## src/cal_pkg.sv

```systemverilog
// Package with register map, field layout and acquisition constants for the recovery control block
package cal_pkg;

  // ----------------------------------------------------------------
  // Register offsets
  // ----------------------------------------------------------------
  localparam logic [7:0] REG_BW_EDGE = 8'h10;
  localparam logic [7:0] REG_SLEW_ADAPT = 8'h13;
  localparam logic [7:0] REG_PHASE = 8'h14;
  localparam logic [7:0] REG_SLICE = 8'h15;
  localparam logic [7:0] REG_TRIM = 8'h73;

  // ----------------------------------------------------------------
  // Field positions and reset values
  // ----------------------------------------------------------------
  localparam int BW_LSB = 0;
  localparam int EDGE_LSB = 3;
  localparam int SLEW_LSB = 0;
  localparam int ADAPT_BIT = 2;
  localparam int PHASE_LSB = 0;
  localparam int SLICE_EXT_BIT = 7;
  localparam logic [2:0] BW_RESET = 3'h4;
  localparam logic [1:0] EDGE_RESET = 2'h0;
  localparam logic [1:0] SLEW_RESET = 2'h2;
  localparam logic ADAPT_RESET = 1'b1;
  localparam logic [3:0] PHASE_RESET = 4'h0;
  localparam logic [7:0] SLICE_RESET = 8'h00;
  localparam logic [1:0] EDGE_RISE = 2'h1;
  localparam logic [1:0] EDGE_FALL = 2'h2;
  localparam logic [6:0] SLICE_OFF_CODE = 7'h00;
  localparam logic [7:0] READ_UNMAPPED = 8'h00;

  // ----------------------------------------------------------------
  // Acquisition thresholds (ppm) and oscillator steps
  // ----------------------------------------------------------------
  localparam logic signed [15:0] LOCK_PPM = 16'sd250;
  localparam logic signed [15:0] UNLOCK_PPM = 16'sd1000;
  localparam logic signed [15:0] COARSE_PPM = 16'sd16000;
  localparam logic signed [15:0] MEDIUM_PPM = 16'sd2000;
  localparam int STEP_COARSE = 64;
  localparam int STEP_MEDIUM = 8;
  localparam int STEP_FINE = 1;

  // Acquisition states, Gray along restart -> seek -> locked
  typedef enum logic [1:0] {
    ACQ_RESTART = 2'b00,
    ACQ_SEEK = 2'b01,
    ACQ_LOCKED = 2'b11
  } cal_acq_e;

  // Host port states
  typedef enum logic [2:0] {
    HP_IDLE = 3'b000,
    HP_ADDR = 3'b001,
    HP_ACK = 3'b011,
    HP_PTR = 3'b010,
    HP_WR = 3'b110,
    HP_RD = 3'b111,
    HP_RACK = 3'b101
  } cal_host_e;

  // Decoded loop configuration handed to the analog and loop datapath
  typedef struct packed {
    logic slice_en;
    logic slice_ext;
    logic [6:0] slice_code;
    logic adapt_slice_en;
    logic edge_rise_only;
    logic edge_fall_only;
    logic [1:0] dll_slew;
    logic [3:0] sample_phase;
    logic [2:0] bw_scale;
  } cal_cfg_s;

endpackage : cal_pkg

```

## src/cal_loop_ctrl.sv

```systemverilog
// Frequency acquisition machine, two-wire host port and loop configuration decode
`timescale 1ns/100ps

// Functional notes
// - Oscillator/data gap above 1000 ppm raises loss-of-lock and restarts acquisition.
// - Each acquisition starts with oscillator code at bottom and division ratio one.
// - Sampling faster doubles the division ratio; data faster raises oscillator code.
// - Oscillator steps shrink near target; loss-of-lock drops within 250 ppm.
// - Once locked the frequency loop is disabled; phase loops finish the pull.
// - Slice offset comes from bits six to zero of register 0x15.
// - Register 0x73 reads the factory trimmed seven-bit offset, 0.24 mV per count.
// - Normal slice: code 0 disables, 1..127 linear, 64 gives zero offset.
// - Bit 7 widens slice sixfold; 128 disables, 192 is zero offset.
// - Clearing adaptive slice enable in 0x13 stops the offset loop before manual slice.
// - Edge select 1 uses rising edges only, 2 uses falling edges only.
// - Delay-loop slew field in 0x13 resets to 2; tracking is (1+slew)/4 UI.
// - Sample phase is two's complement, 1/32 UI steps, active only at high rates.
// - Bandwidth scale field in 0x10 resets to 4; bandwidth scales by field/4.
// - Default mode programs oscillator and ratio from measurements until within 250 ppm.
module cal_loop_ctrl #(
  parameter int OSC_W = 10,
  parameter int DIV_W = 3,
  parameter logic [6:0] HOST_ADDR = 7'h40
) (
  // Clock and reset
  input wire logic CLK,
  input wire logic SYS_RST,
  // Two-wire host port, open drain data
  input wire logic SCL_I,
  input wire logic SDA_I,
  output logic SDA_O,
  output logic SDA_OE,
  // Frequency measurement, positive when sampling runs faster than data
  input wire logic FREQ_ERR_VALID,
  input wire logic signed [15:0] FREQ_ERR_PPM,
  // Device state inputs
  input wire logic [6:0] TRIM_OFFSET,
  input wire logic RATE_HIGH,
  // Acquisition outputs
  output logic LOSS_OF_LOCK,
  output logic FLL_EN,
  output logic [OSC_W-1:0] OSC_CODE,
  output logic [DIV_W-1:0] DIV_EXP,
  // Decoded loop configuration
  output cal_pkg::cal_cfg_s LOOP_CFG
);

  // ----------------------------------------------------------------
  // Acquisition machine
  // ----------------------------------------------------------------
  cal_pkg::cal_acq_e acq_ff;
  cal_pkg::cal_acq_e nxt_acq;
  logic [OSC_W-1:0] osc_ff;
  logic [OSC_W-1:0] nxt_osc;
  logic [DIV_W-1:0] div_ff;
  logic [DIV_W-1:0] nxt_div;
  logic lol_ff;
  logic nxt_lol;
  logic signed [16:0] err_mag;
  logic [OSC_W-1:0] step;
  logic [OSC_W:0] osc_sum;
  logic osc_top;
  logic div_top;

  // Magnitude one bit wider, so the most negative reading cannot wrap to a lock; step shrinks near target
  assign err_mag = FREQ_ERR_PPM[15] ? -17'(FREQ_ERR_PPM) : 17'(FREQ_ERR_PPM);
  assign step = (err_mag >= cal_pkg::COARSE_PPM) ? OSC_W'(cal_pkg::STEP_COARSE) :
                (err_mag >= cal_pkg::MEDIUM_PPM) ? OSC_W'(cal_pkg::STEP_MEDIUM) :
                OSC_W'(cal_pkg::STEP_FINE);
  assign osc_sum = {1'b0, osc_ff} + {1'b0, step};
  assign osc_top = osc_sum[OSC_W];
  assign div_top = (div_ff == {DIV_W{1'b1}});

  // Next-state decode; restart moves on to seek at once, seek and locked move only on measurement pulses
  always_comb
  begin
    nxt_acq = acq_ff;
    nxt_osc = osc_ff;
    nxt_div = div_ff;
    nxt_lol = lol_ff;
    unique case (acq_ff)
      cal_pkg::ACQ_RESTART:
      begin
        nxt_osc = '0;
        nxt_div = '0;
        nxt_lol = 1'b1;
        nxt_acq = cal_pkg::ACQ_SEEK;
      end
      cal_pkg::ACQ_SEEK:
        if (FREQ_ERR_VALID)
        begin
          if (err_mag <= cal_pkg::LOCK_PPM)
          begin
            nxt_lol = 1'b0;
            nxt_acq = cal_pkg::ACQ_LOCKED;
          end
          else if (!FREQ_ERR_PPM[15])
          begin
            // Sampling too fast: next octave down, oscillator back to bottom
            if (div_top)
              nxt_acq = cal_pkg::ACQ_RESTART;
            else
            begin
              nxt_div = div_ff + 1'b1;
              nxt_osc = '0;
            end
          end
          else if (osc_top)
            nxt_acq = cal_pkg::ACQ_RESTART; // Range exhausted, try again from the top octave
          else
            nxt_osc = osc_sum[OSC_W-1:0];
        end
      cal_pkg::ACQ_LOCKED:
        if (FREQ_ERR_VALID && err_mag > cal_pkg::UNLOCK_PPM)
        begin
          nxt_lol = 1'b1;
          nxt_acq = cal_pkg::ACQ_RESTART;
        end
      default:
        nxt_acq = cal_pkg::ACQ_RESTART;
    endcase
  end

  // Acquisition registers; reset starts unlocked in a fresh cycle
  always_ff @(posedge CLK)
  begin
    if (SYS_RST)
    begin
      acq_ff <= cal_pkg::ACQ_RESTART;
      osc_ff <= '0;
      div_ff <= '0;
      lol_ff <= 1'b1;
    end
    else
    begin
      acq_ff <= nxt_acq;
      osc_ff <= nxt_osc;
      div_ff <= nxt_div;
      lol_ff <= nxt_lol;
    end
  end

  // Frequency loop runs only while unlocked; phase loops own the oscillator afterwards
  always_ff @(posedge CLK)
  begin
    if (SYS_RST)
      FLL_EN <= 1'b1;
    else
      FLL_EN <= (nxt_acq != cal_pkg::ACQ_LOCKED);
  end

  assign LOSS_OF_LOCK = lol_ff;
  assign OSC_CODE = osc_ff;
  assign DIV_EXP = div_ff;

  // ----------------------------------------------------------------
  // Host port line sampling and bus conditions
  // ----------------------------------------------------------------
  logic scl_ff;
  logic sda_ff;
  logic scl_d_ff;
  logic sda_d_ff;
  logic bus_start;
  logic bus_stop;
  logic scl_rise;
  logic scl_fall;

  always_ff @(posedge CLK)
  begin
    if (SYS_RST)
    begin
      scl_ff <= 1'b1;
      sda_ff <= 1'b1;
      scl_d_ff <= 1'b1;
      sda_d_ff <= 1'b1;
    end
    else
    begin
      scl_ff <= SCL_I;
      sda_ff <= SDA_I;
      scl_d_ff <= scl_ff;
      sda_d_ff <= sda_ff;
    end
  end

  // Data moving while the clock is high marks start and stop
  assign bus_start = scl_ff && scl_d_ff && sda_d_ff && !sda_ff;
  assign bus_stop = scl_ff && scl_d_ff && !sda_d_ff && sda_ff;
  assign scl_rise = scl_ff && !scl_d_ff;
  assign scl_fall = !scl_ff && scl_d_ff;

  // ----------------------------------------------------------------
  // Register file and read decode
  // ----------------------------------------------------------------
  logic [2:0] bw_ff;
  logic [1:0] edge_ff;
  logic [1:0] slew_ff;
  logic adapt_ff;
  logic [3:0] phase_ff;
  logic [7:0] slice_ff;
  logic [7:0] ptr_ff;
  logic [7:0] shift_ff;
  logic [7:0] rd_data;
  logic wr_en;

  assign rd_data = (ptr_ff == cal_pkg::REG_BW_EDGE) ? {3'h0, edge_ff, bw_ff} :
                   (ptr_ff == cal_pkg::REG_SLEW_ADAPT) ? {5'h00, adapt_ff, slew_ff} :
                   (ptr_ff == cal_pkg::REG_PHASE) ? {4'h0, phase_ff} :
                   (ptr_ff == cal_pkg::REG_SLICE) ? slice_ff :
                   (ptr_ff == cal_pkg::REG_TRIM) ? {1'b0, TRIM_OFFSET} :
                   cal_pkg::READ_UNMAPPED;

  // ----------------------------------------------------------------
  // Host port byte engine
  // ----------------------------------------------------------------
  cal_pkg::cal_host_e hp_ff;
  cal_pkg::cal_host_e after_ack_ff;
  logic [2:0] bit_ff;
  logic done_ff;
  logic acked_ff;
  logic oe_ff;

  // A complete data byte falling edge in write phase commits it
  assign wr_en = (hp_ff == cal_pkg::HP_WR) && scl_fall && done_ff;

  // Stores writable fields; trim readback and unmapped offsets ignore writes
  always_ff @(posedge CLK)
  begin
    if (SYS_RST)
    begin
      bw_ff <= cal_pkg::BW_RESET;
      edge_ff <= cal_pkg::EDGE_RESET;
      slew_ff <= cal_pkg::SLEW_RESET;
      adapt_ff <= cal_pkg::ADAPT_RESET;
      phase_ff <= cal_pkg::PHASE_RESET;
      slice_ff <= cal_pkg::SLICE_RESET;
    end
    else if (wr_en)
    begin
      if (ptr_ff == cal_pkg::REG_BW_EDGE)
      begin
        bw_ff <= shift_ff[cal_pkg::BW_LSB +: 3];
        edge_ff <= shift_ff[cal_pkg::EDGE_LSB +: 2];
      end
      if (ptr_ff == cal_pkg::REG_SLEW_ADAPT)
      begin
        slew_ff <= shift_ff[cal_pkg::SLEW_LSB +: 2];
        adapt_ff <= shift_ff[cal_pkg::ADAPT_BIT];
      end
      if (ptr_ff == cal_pkg::REG_PHASE)
        phase_ff <= shift_ff[cal_pkg::PHASE_LSB +: 4];
      if (ptr_ff == cal_pkg::REG_SLICE)
        slice_ff <= shift_ff;
    end
  end

  // Byte-level sequencing: address, pointer, then written or read data with auto increment
  always_ff @(posedge CLK)
  begin
    if (SYS_RST)
    begin
      hp_ff <= cal_pkg::HP_IDLE;
      after_ack_ff <= cal_pkg::HP_IDLE;
      bit_ff <= '0;
      done_ff <= 1'b0;
      acked_ff <= 1'b0;
      oe_ff <= 1'b0;
      ptr_ff <= '0;
      shift_ff <= '0;
    end
    else if (bus_start)
    begin
      hp_ff <= cal_pkg::HP_ADDR;
      bit_ff <= '0;
      done_ff <= 1'b0;
      oe_ff <= 1'b0;
    end
    else if (bus_stop)
    begin
      hp_ff <= cal_pkg::HP_IDLE;
      oe_ff <= 1'b0;
    end
    else
      unique case (hp_ff)
        cal_pkg::HP_IDLE:
          oe_ff <= 1'b0;
        cal_pkg::HP_ADDR, cal_pkg::HP_PTR, cal_pkg::HP_WR:
          if (scl_rise)
          begin
            shift_ff <= {shift_ff[6:0], sda_ff};
            bit_ff <= bit_ff + 1'b1;
            done_ff <= (bit_ff == 3'h7);
          end
          else if (scl_fall && done_ff)
          begin
            done_ff <= 1'b0;
            hp_ff <= cal_pkg::HP_ACK;
            oe_ff <= 1'b1; // Acknowledge by pulling data low
            if (hp_ff == cal_pkg::HP_ADDR)
            begin
              if (shift_ff[7:1] != HOST_ADDR)
              begin
                hp_ff <= cal_pkg::HP_IDLE; // Not ours: stay silent until next start
                oe_ff <= 1'b0;
              end
              after_ack_ff <= shift_ff[0] ? cal_pkg::HP_RD : cal_pkg::HP_PTR;
            end
            else if (hp_ff == cal_pkg::HP_PTR)
            begin
              ptr_ff <= shift_ff;
              after_ack_ff <= cal_pkg::HP_WR;
            end
            else
            begin
              ptr_ff <= ptr_ff + 1'b1;
              after_ack_ff <= cal_pkg::HP_WR;
            end
          end
        cal_pkg::HP_ACK:
          if (scl_fall)
          begin
            hp_ff <= after_ack_ff;
            bit_ff <= '0;
            if (after_ack_ff == cal_pkg::HP_RD)
            begin
              shift_ff <= rd_data;
              oe_ff <= !rd_data[7];
            end
            else
              oe_ff <= 1'b0;
          end
        cal_pkg::HP_RD:
          if (scl_rise)
          begin
            bit_ff <= bit_ff + 1'b1;
            done_ff <= (bit_ff == 3'h7);
          end
          else if (scl_fall)
          begin
            if (done_ff)
            begin
              done_ff <= 1'b0;
              acked_ff <= 1'b0;
              oe_ff <= 1'b0; // Release for the controller's acknowledge
              hp_ff <= cal_pkg::HP_RACK;
            end
            else
            begin
              shift_ff <= {shift_ff[6:0], 1'b0};
              oe_ff <= !shift_ff[6];
            end
          end
        cal_pkg::HP_RACK:
          if (scl_rise)
          begin
            if (sda_ff)
              hp_ff <= cal_pkg::HP_IDLE; // Not acknowledged: read ends
            else
            begin
              acked_ff <= 1'b1;
              ptr_ff <= ptr_ff + 1'b1;
            end
          end
          else if (scl_fall && acked_ff)
          begin
            hp_ff <= cal_pkg::HP_RD;
            bit_ff <= '0;
            shift_ff <= rd_data;
            oe_ff <= !rd_data[7];
          end
        default:
          hp_ff <= cal_pkg::HP_IDLE;
      endcase
  end

  assign SDA_OE = oe_ff;

  // Data line is only ever pulled low; the level register keeps the output flop-driven
  always_ff @(posedge CLK)
  begin
    if (SYS_RST)
      SDA_O <= 1'b0;
    else
      SDA_O <= 1'b0;
  end

  // ----------------------------------------------------------------
  // Loop configuration decode
  // ----------------------------------------------------------------
  // Registered so the analog controls change cleanly one cycle after a write.
  // A zero bandwidth field is passed through: software is trusted not to open the loop.
  always_ff @(posedge CLK)
  begin
    if (SYS_RST)
      LOOP_CFG <= '0;
    else
    begin
      LOOP_CFG.slice_en <= (slice_ff[6:0] != cal_pkg::SLICE_OFF_CODE);
      LOOP_CFG.slice_ext <= slice_ff[cal_pkg::SLICE_EXT_BIT];
      LOOP_CFG.slice_code <= slice_ff[6:0];
      LOOP_CFG.adapt_slice_en <= adapt_ff;
      LOOP_CFG.edge_rise_only <= (edge_ff == cal_pkg::EDGE_RISE);
      LOOP_CFG.edge_fall_only <= (edge_ff == cal_pkg::EDGE_FALL);
      LOOP_CFG.dll_slew <= slew_ff;
      LOOP_CFG.sample_phase <= RATE_HIGH ? phase_ff : cal_pkg::PHASE_RESET;
      LOOP_CFG.bw_scale <= bw_ff;
    end
  end

endmodule : cal_loop_ctrl

```

## config.mk

```make
export PLATFORM = sky130hd
export DESIGN_NAME = cal_loop_ctrl
export DESIGN_NICKNAME = d
export VERILOG_FILES = /design/src/cal_pkg.sv /design/src/cal_loop_ctrl.sv
export SDC_FILE = /design/constraint.sdc
export NUM_CORES = 1
export LEC_CHECK = 0
export ABC_CLOCK_PERIOD_IN_PS = 4300
export BUFFER_PORTS_ARGS = -buffer_cell sky130_fd_sc_hd__buf_4
export CELL_PAD_IN_SITES_DETAIL_PLACEMENT = 0
export CELL_PAD_IN_SITES_GLOBAL_PLACEMENT = 1
export CORE_MARGIN = 4
export CORE_UTILIZATION = 39
export CTS_CLUSTER_SIZE = 10
export DETAILED_ROUTE_END_ITERATION = 10
export PLACE_DENSITY_LB_ADDON = 0.05
export RECOVER_POWER = 25
export SYNTH_ARGS = -nofsm -noshare
export SYNTH_HDL_FRONTEND = slang
export SYNTH_SLANG_ARGS = --single-unit
```

## constraint.sdc

```tcl
create_clock -name CLK -period 4.3 [get_ports CLK]
set_input_delay 0.86 -clock CLK [delete_from_list [all_inputs] [get_ports CLK]]
set_output_delay 0.86 -clock CLK [all_outputs]
set_load 0.02 [all_outputs]
```

==> impl.org <==
** Synth
- After synthesis the cells add up to 5180 um2.
- Synthesis inferred 90 register bits.
- Dividing the synthesized area by the synthesized cell count gives 8.19 um2.
- Portion of the post-synthesis area used by sequential elements :: 34.8%
- The biggest area contributor in the post-synthesis netlist is sky130_fd_sc_hd__dfxtp_1.
- Counting every instance in the synthesized netlist gives 632.
- Counting instances in the post-synthesis netlist gives the leading cell types as 90 x sky130_fd_sc_hd__dfxtp_1, 68 x sky130_fd_sc_hd__nor2_1, 59 x sky130_fd_sc_hd__nand2_1.
- The netlist uses 78 different library cells.
- Most instantiated library cell after synthesis :: sky130_fd_sc_hd__dfxtp_1
- Share of flip-flops with an asynchronous set or reset :: 0%
- Yosys printed 0 warnings.
- When the netlist entered floorplanning its net count stood at slightly below 700.
- By area the synthesized netlist is led by sky130_fd_sc_hd__dfxtp_1 35%, sky130_fd_sc_hd__nor2_1 4.9%, sky130_fd_sc_hd__nand2_1 4.3%, sky130_fd_sc_hd__mux2i_1 3.7%, sky130_fd_sc_hd__ha_1 3.6%.
- Area fraction of the dominant cell type after synthesis :: a little over a third
- In this run, synthesis inferred 0 flip-flops with an integrated enable.
- Among all flip-flop cells after synthesis, the most frequent one is sky130_fd_sc_hd__dfxtp_1.

** Global routing
- Entering global routing, the biggest net connects 57 pins.
- The first global-routing pass estimated 23.3 mm of wire.
- Number of global-route vias before repair :: 4677
- After global routing the overflow that remains totals 0.
- Aggregate global-route resource usage :: 19.4%
- Number of antenna violations at the first check in global routing :: 0

** Floorplanning
- Floorplan die area :: 15200 um2
- Die boundary height :: between 100 and 150 um
- 67 I/O pins were placed.
- The initial utilization of the core area, before any placement, comes to about two fifths.
- Placeable core region :: 12800 um2
- Row count :: 41
- Width of the die :: 123 um

** Pwr
- The analysis attributes to cell leakage a power of around 2.6 nW.
- For this design the ratio of total power to cell area is 305 nW/um2.
- VDD sags by at most between 0.15 and 0.2 mV.

** Layout
- Relative to the synthesized area, the layout overhead comes to 24.4%.
- Leaving out filler cells and counting taps, the final layout contains 894.
- Total area of multi-input combinational cells :: 3180 um2
- Post-route cell area :: 6440 um2
- For this run, the post-layout net count is ~760.
- 0 antenna diodes ended up in the layout.
- Sequential cell area :: 1800 um2
- Cells with a size suffix above 1 make up between 20% and 30% of the layout.
- The layout has 1271 filler cells.

** Placed design
- Worst setup slack before clock tree synthesis :: -0.257 ns
- In this run the tool buffered the top-level ports with 65 buffer cells.
- Total cell area at the placement stage :: approximately 6000 um2
- Total half-perimeter wirelength after legalization and detailed placement :: 10.4 mm
- Routability-driven placement finished with a final weighted congestion of around 0.84.
- Number of placed cells counting well taps :: 870

** Clocking
- Clock tree synthesis selected as its root buffer the cell sky130_fd_sc_hd__clkbuf_16.
- Post-CTS clock slew at the launch and capture registers of the worst setup and hold paths :: about 0.070 ns
- Clock network latency to the later pin of the worst-skew pair :: ~0.35 ns
- In this run the deepest clock path goes through 2 buffers.
- Number of clock buffers inserted by TritonCTS :: 9
- Hold repair after CTS inserted 0 buffers.
- CTS saw 90 sinks.
- In this run the number of H-tree levels came out at 3.
- CTS tree :: yes

** Timing
- Number of hold violations in the final report :: 0
- Worst-case clock skew :: 0.00589 ns
- Dividing the final minimum period by the clock period gives 97.9%.
- The number of max-slew violations in the final report is 57.
- Setup violations remaining at the end of the flow were counted as 0.
- Tmin final :: 4.21 ns
- After layout, the worst setup slack is 0.0903 ns.
- Slew at the pin closest to its max-slew limit :: 2.49 ns
- For this run, the top clock speed supported by timing is 238 MHz.
- Setup repair after global routing missed its margin :: true
- Headroom to the max-slew limit came out at -66.2%.

** Route
- The first detailed-routing pass ran for 6 iterations.
- The routed layout has 4926 vias.
- In the final routed layout, each cell accounts on average for 16.1 um.
- The detail route stage leaves a number of antenna-violating nets equal to 0.
- Iteration-0 DRC Markers :: 331
- Wires add up to 14.4 mm.
- Dividing the detail-routed via count by the number of cells gives between 5 and 6.
- Residual DRC :: 0

** Worst setup path
- Data arrives at the worst endpoint at 4.45 ns.
- By startpoint and endpoint, the worst setup path is classified as in -> reg.
- The number of cells on the worst reg-to-reg path is 5.
- In this run the worst path has a maximum fanout of 5.
- Traced cell by cell, the critical path runs through buf_8 > or4_4 > nor4_4 > mux2i_2 > o2bb2ai_2 > a21oi_2 > nor2_2 > ha_1 > a31o_2 > a41o_1 > a32oi_2 > nand3b_1 > a31oi_4 > buf_6 > o32ai_4 > a22o_1.
- The slowest stage of the critical path is the sky130_fd_sc_hd__or4_4 cell.
- STA classifies the critical path startpoint as a primary input.
- Longest individual stage delay on the worst path :: 0.56 ns
- Capturing element type of the critical path :: flip-flop
- STA puts the critical path data required time at 4.54 ns.

** Flow run
- Maxcap violations :: 1

** Status
- Violated checks :: capacitance limit, slew limit
- The flow ran to the end, but the final reports show violations.

** Worst hold path
- Cell count of the worst hold path :: 2
- Class of the most critical hold timing path :: reg -> reg
-- path summary, 6_finish.rpt --
path	from	end	slack, ns
min reg2reg	slew_ff[0]	slew_ff[0]	0.47
min	slew_ff[0]	slew_ff[0]	0.47
max reg2reg	hp_ff[1]	slice_ff[5]	1.63
max	FREQ_ERR_PPM[3]	OSC_CODE[2]	0.09
-- metal layers --
metal	vias to the layer above	track usage [%]	part of all wire (%)
met5	-	0	0
met1	2321	25.8	46
met4	0	6.71	1.5
met3	15	2.93	4.5
met2	117	32.0	48
li1	2473	-	-
-- layout by cell type (no fill, tap or decap), drive strengths merged, types with 6 or more instances in the layout --
master / n
xor2: 7
or3: 6
nor2b: 24
xnor2: 8
a311oi: 7
a21oi: 36
nor3b: 7
dfxtp: 90
nor2: 68
a22oi: 6
buf: 105
nor3: 13
ha: 15
o21ai: 31
and3: 10
clkbuf: 20
o41ai: 7
and2: 9
nor4: 10
nand3: 26
a31oi: 7
inv: 23
nand3b: 6
mux2i: 20
nand2: 59
a211oi: 9
nand2b: 8
-- metrics by stage --
stage / hold WS [ns] / setup TNS (ns) / util, % / total power, W
2_1_floorplan: 0.434 / -0.0943 / - / 0.00101
3_3_place_gp: 0.459 / -0.710 / 47.0 / 0.00110
3_5_place_dp: 0.471 / -2.14 / 47.0 / 0.00110
4_1_cts: 0.480 / 0 / 49.6 / 0.00198
5_1_grt: 0.498 / -0.659 / 50.2 / 0.00205
6_report: 0.474 / 0 / 50.2 / 0.00196
-- critical path, delay by kind of cell --
family | cells | cell delay, ns
and+or+nand+nor | 4 | 1.13
buffers and inverters | 2 | 0.27
adders and majority gates | 1 | 0.30
AOI/OAI and AO/OA | 8 | 1.57
muxes | 1 | 0.31
-- kinds of logic (layout without fill, tap and decap cells) --
family	after synthesis	count (layout)	synth area share, %
multiplexers	20	20	3.94
AND/OR/NAND/NOR	269	269	27.1
adder cells (fa/ha/maj)	16	16	3.82
XOR/XNOR	15	15	2.83
flip-flops	90	90	34.8
other	1	1	0.0724
buffers and inverters	62	152	5.10
AO/OA/AOI/OAI	159	159	22.3
-- final cells by class --
cell class	count	share of cell area, %
Multi-Input combinational cell	480	49.4
Clock inverter	6	1.52
Inverter	21	1.22
Clock buffer	10	3.56
Tap cell	172	3.34
Sequential cell	90	28.0
Timing Repair Buffer	115	13.0
-- state kept, by name (all words and copies together) (netlist names), 2 cells and up --
register and flops:
DIV_EXP 3, LOOP_CFG 21, OSC_CODE 10, acq_ff 2, after_ack_ff 3, bit_ff 3
bw_ff 3, edge_ff 2, hp_ff 3, phase_ff 4, ptr_ff 8, shift_ff 8
slew_ff 2, slice_ff 8
-- power by group --
group          switching, W  total (W)  leakage (nW)  internal [W]
logic              0.000125   0.000228          1.72      0.000103
clock network      0.000352   0.000871         0.160      0.000519
registers         0.0000204   0.000865         0.729      0.000844
-- repair_timing --
action	CTS	global route
resized for setup	0	13
setup endpoints to repair	0	12
buffers inserted	0	7
Power figures use the tool's default switching activity.
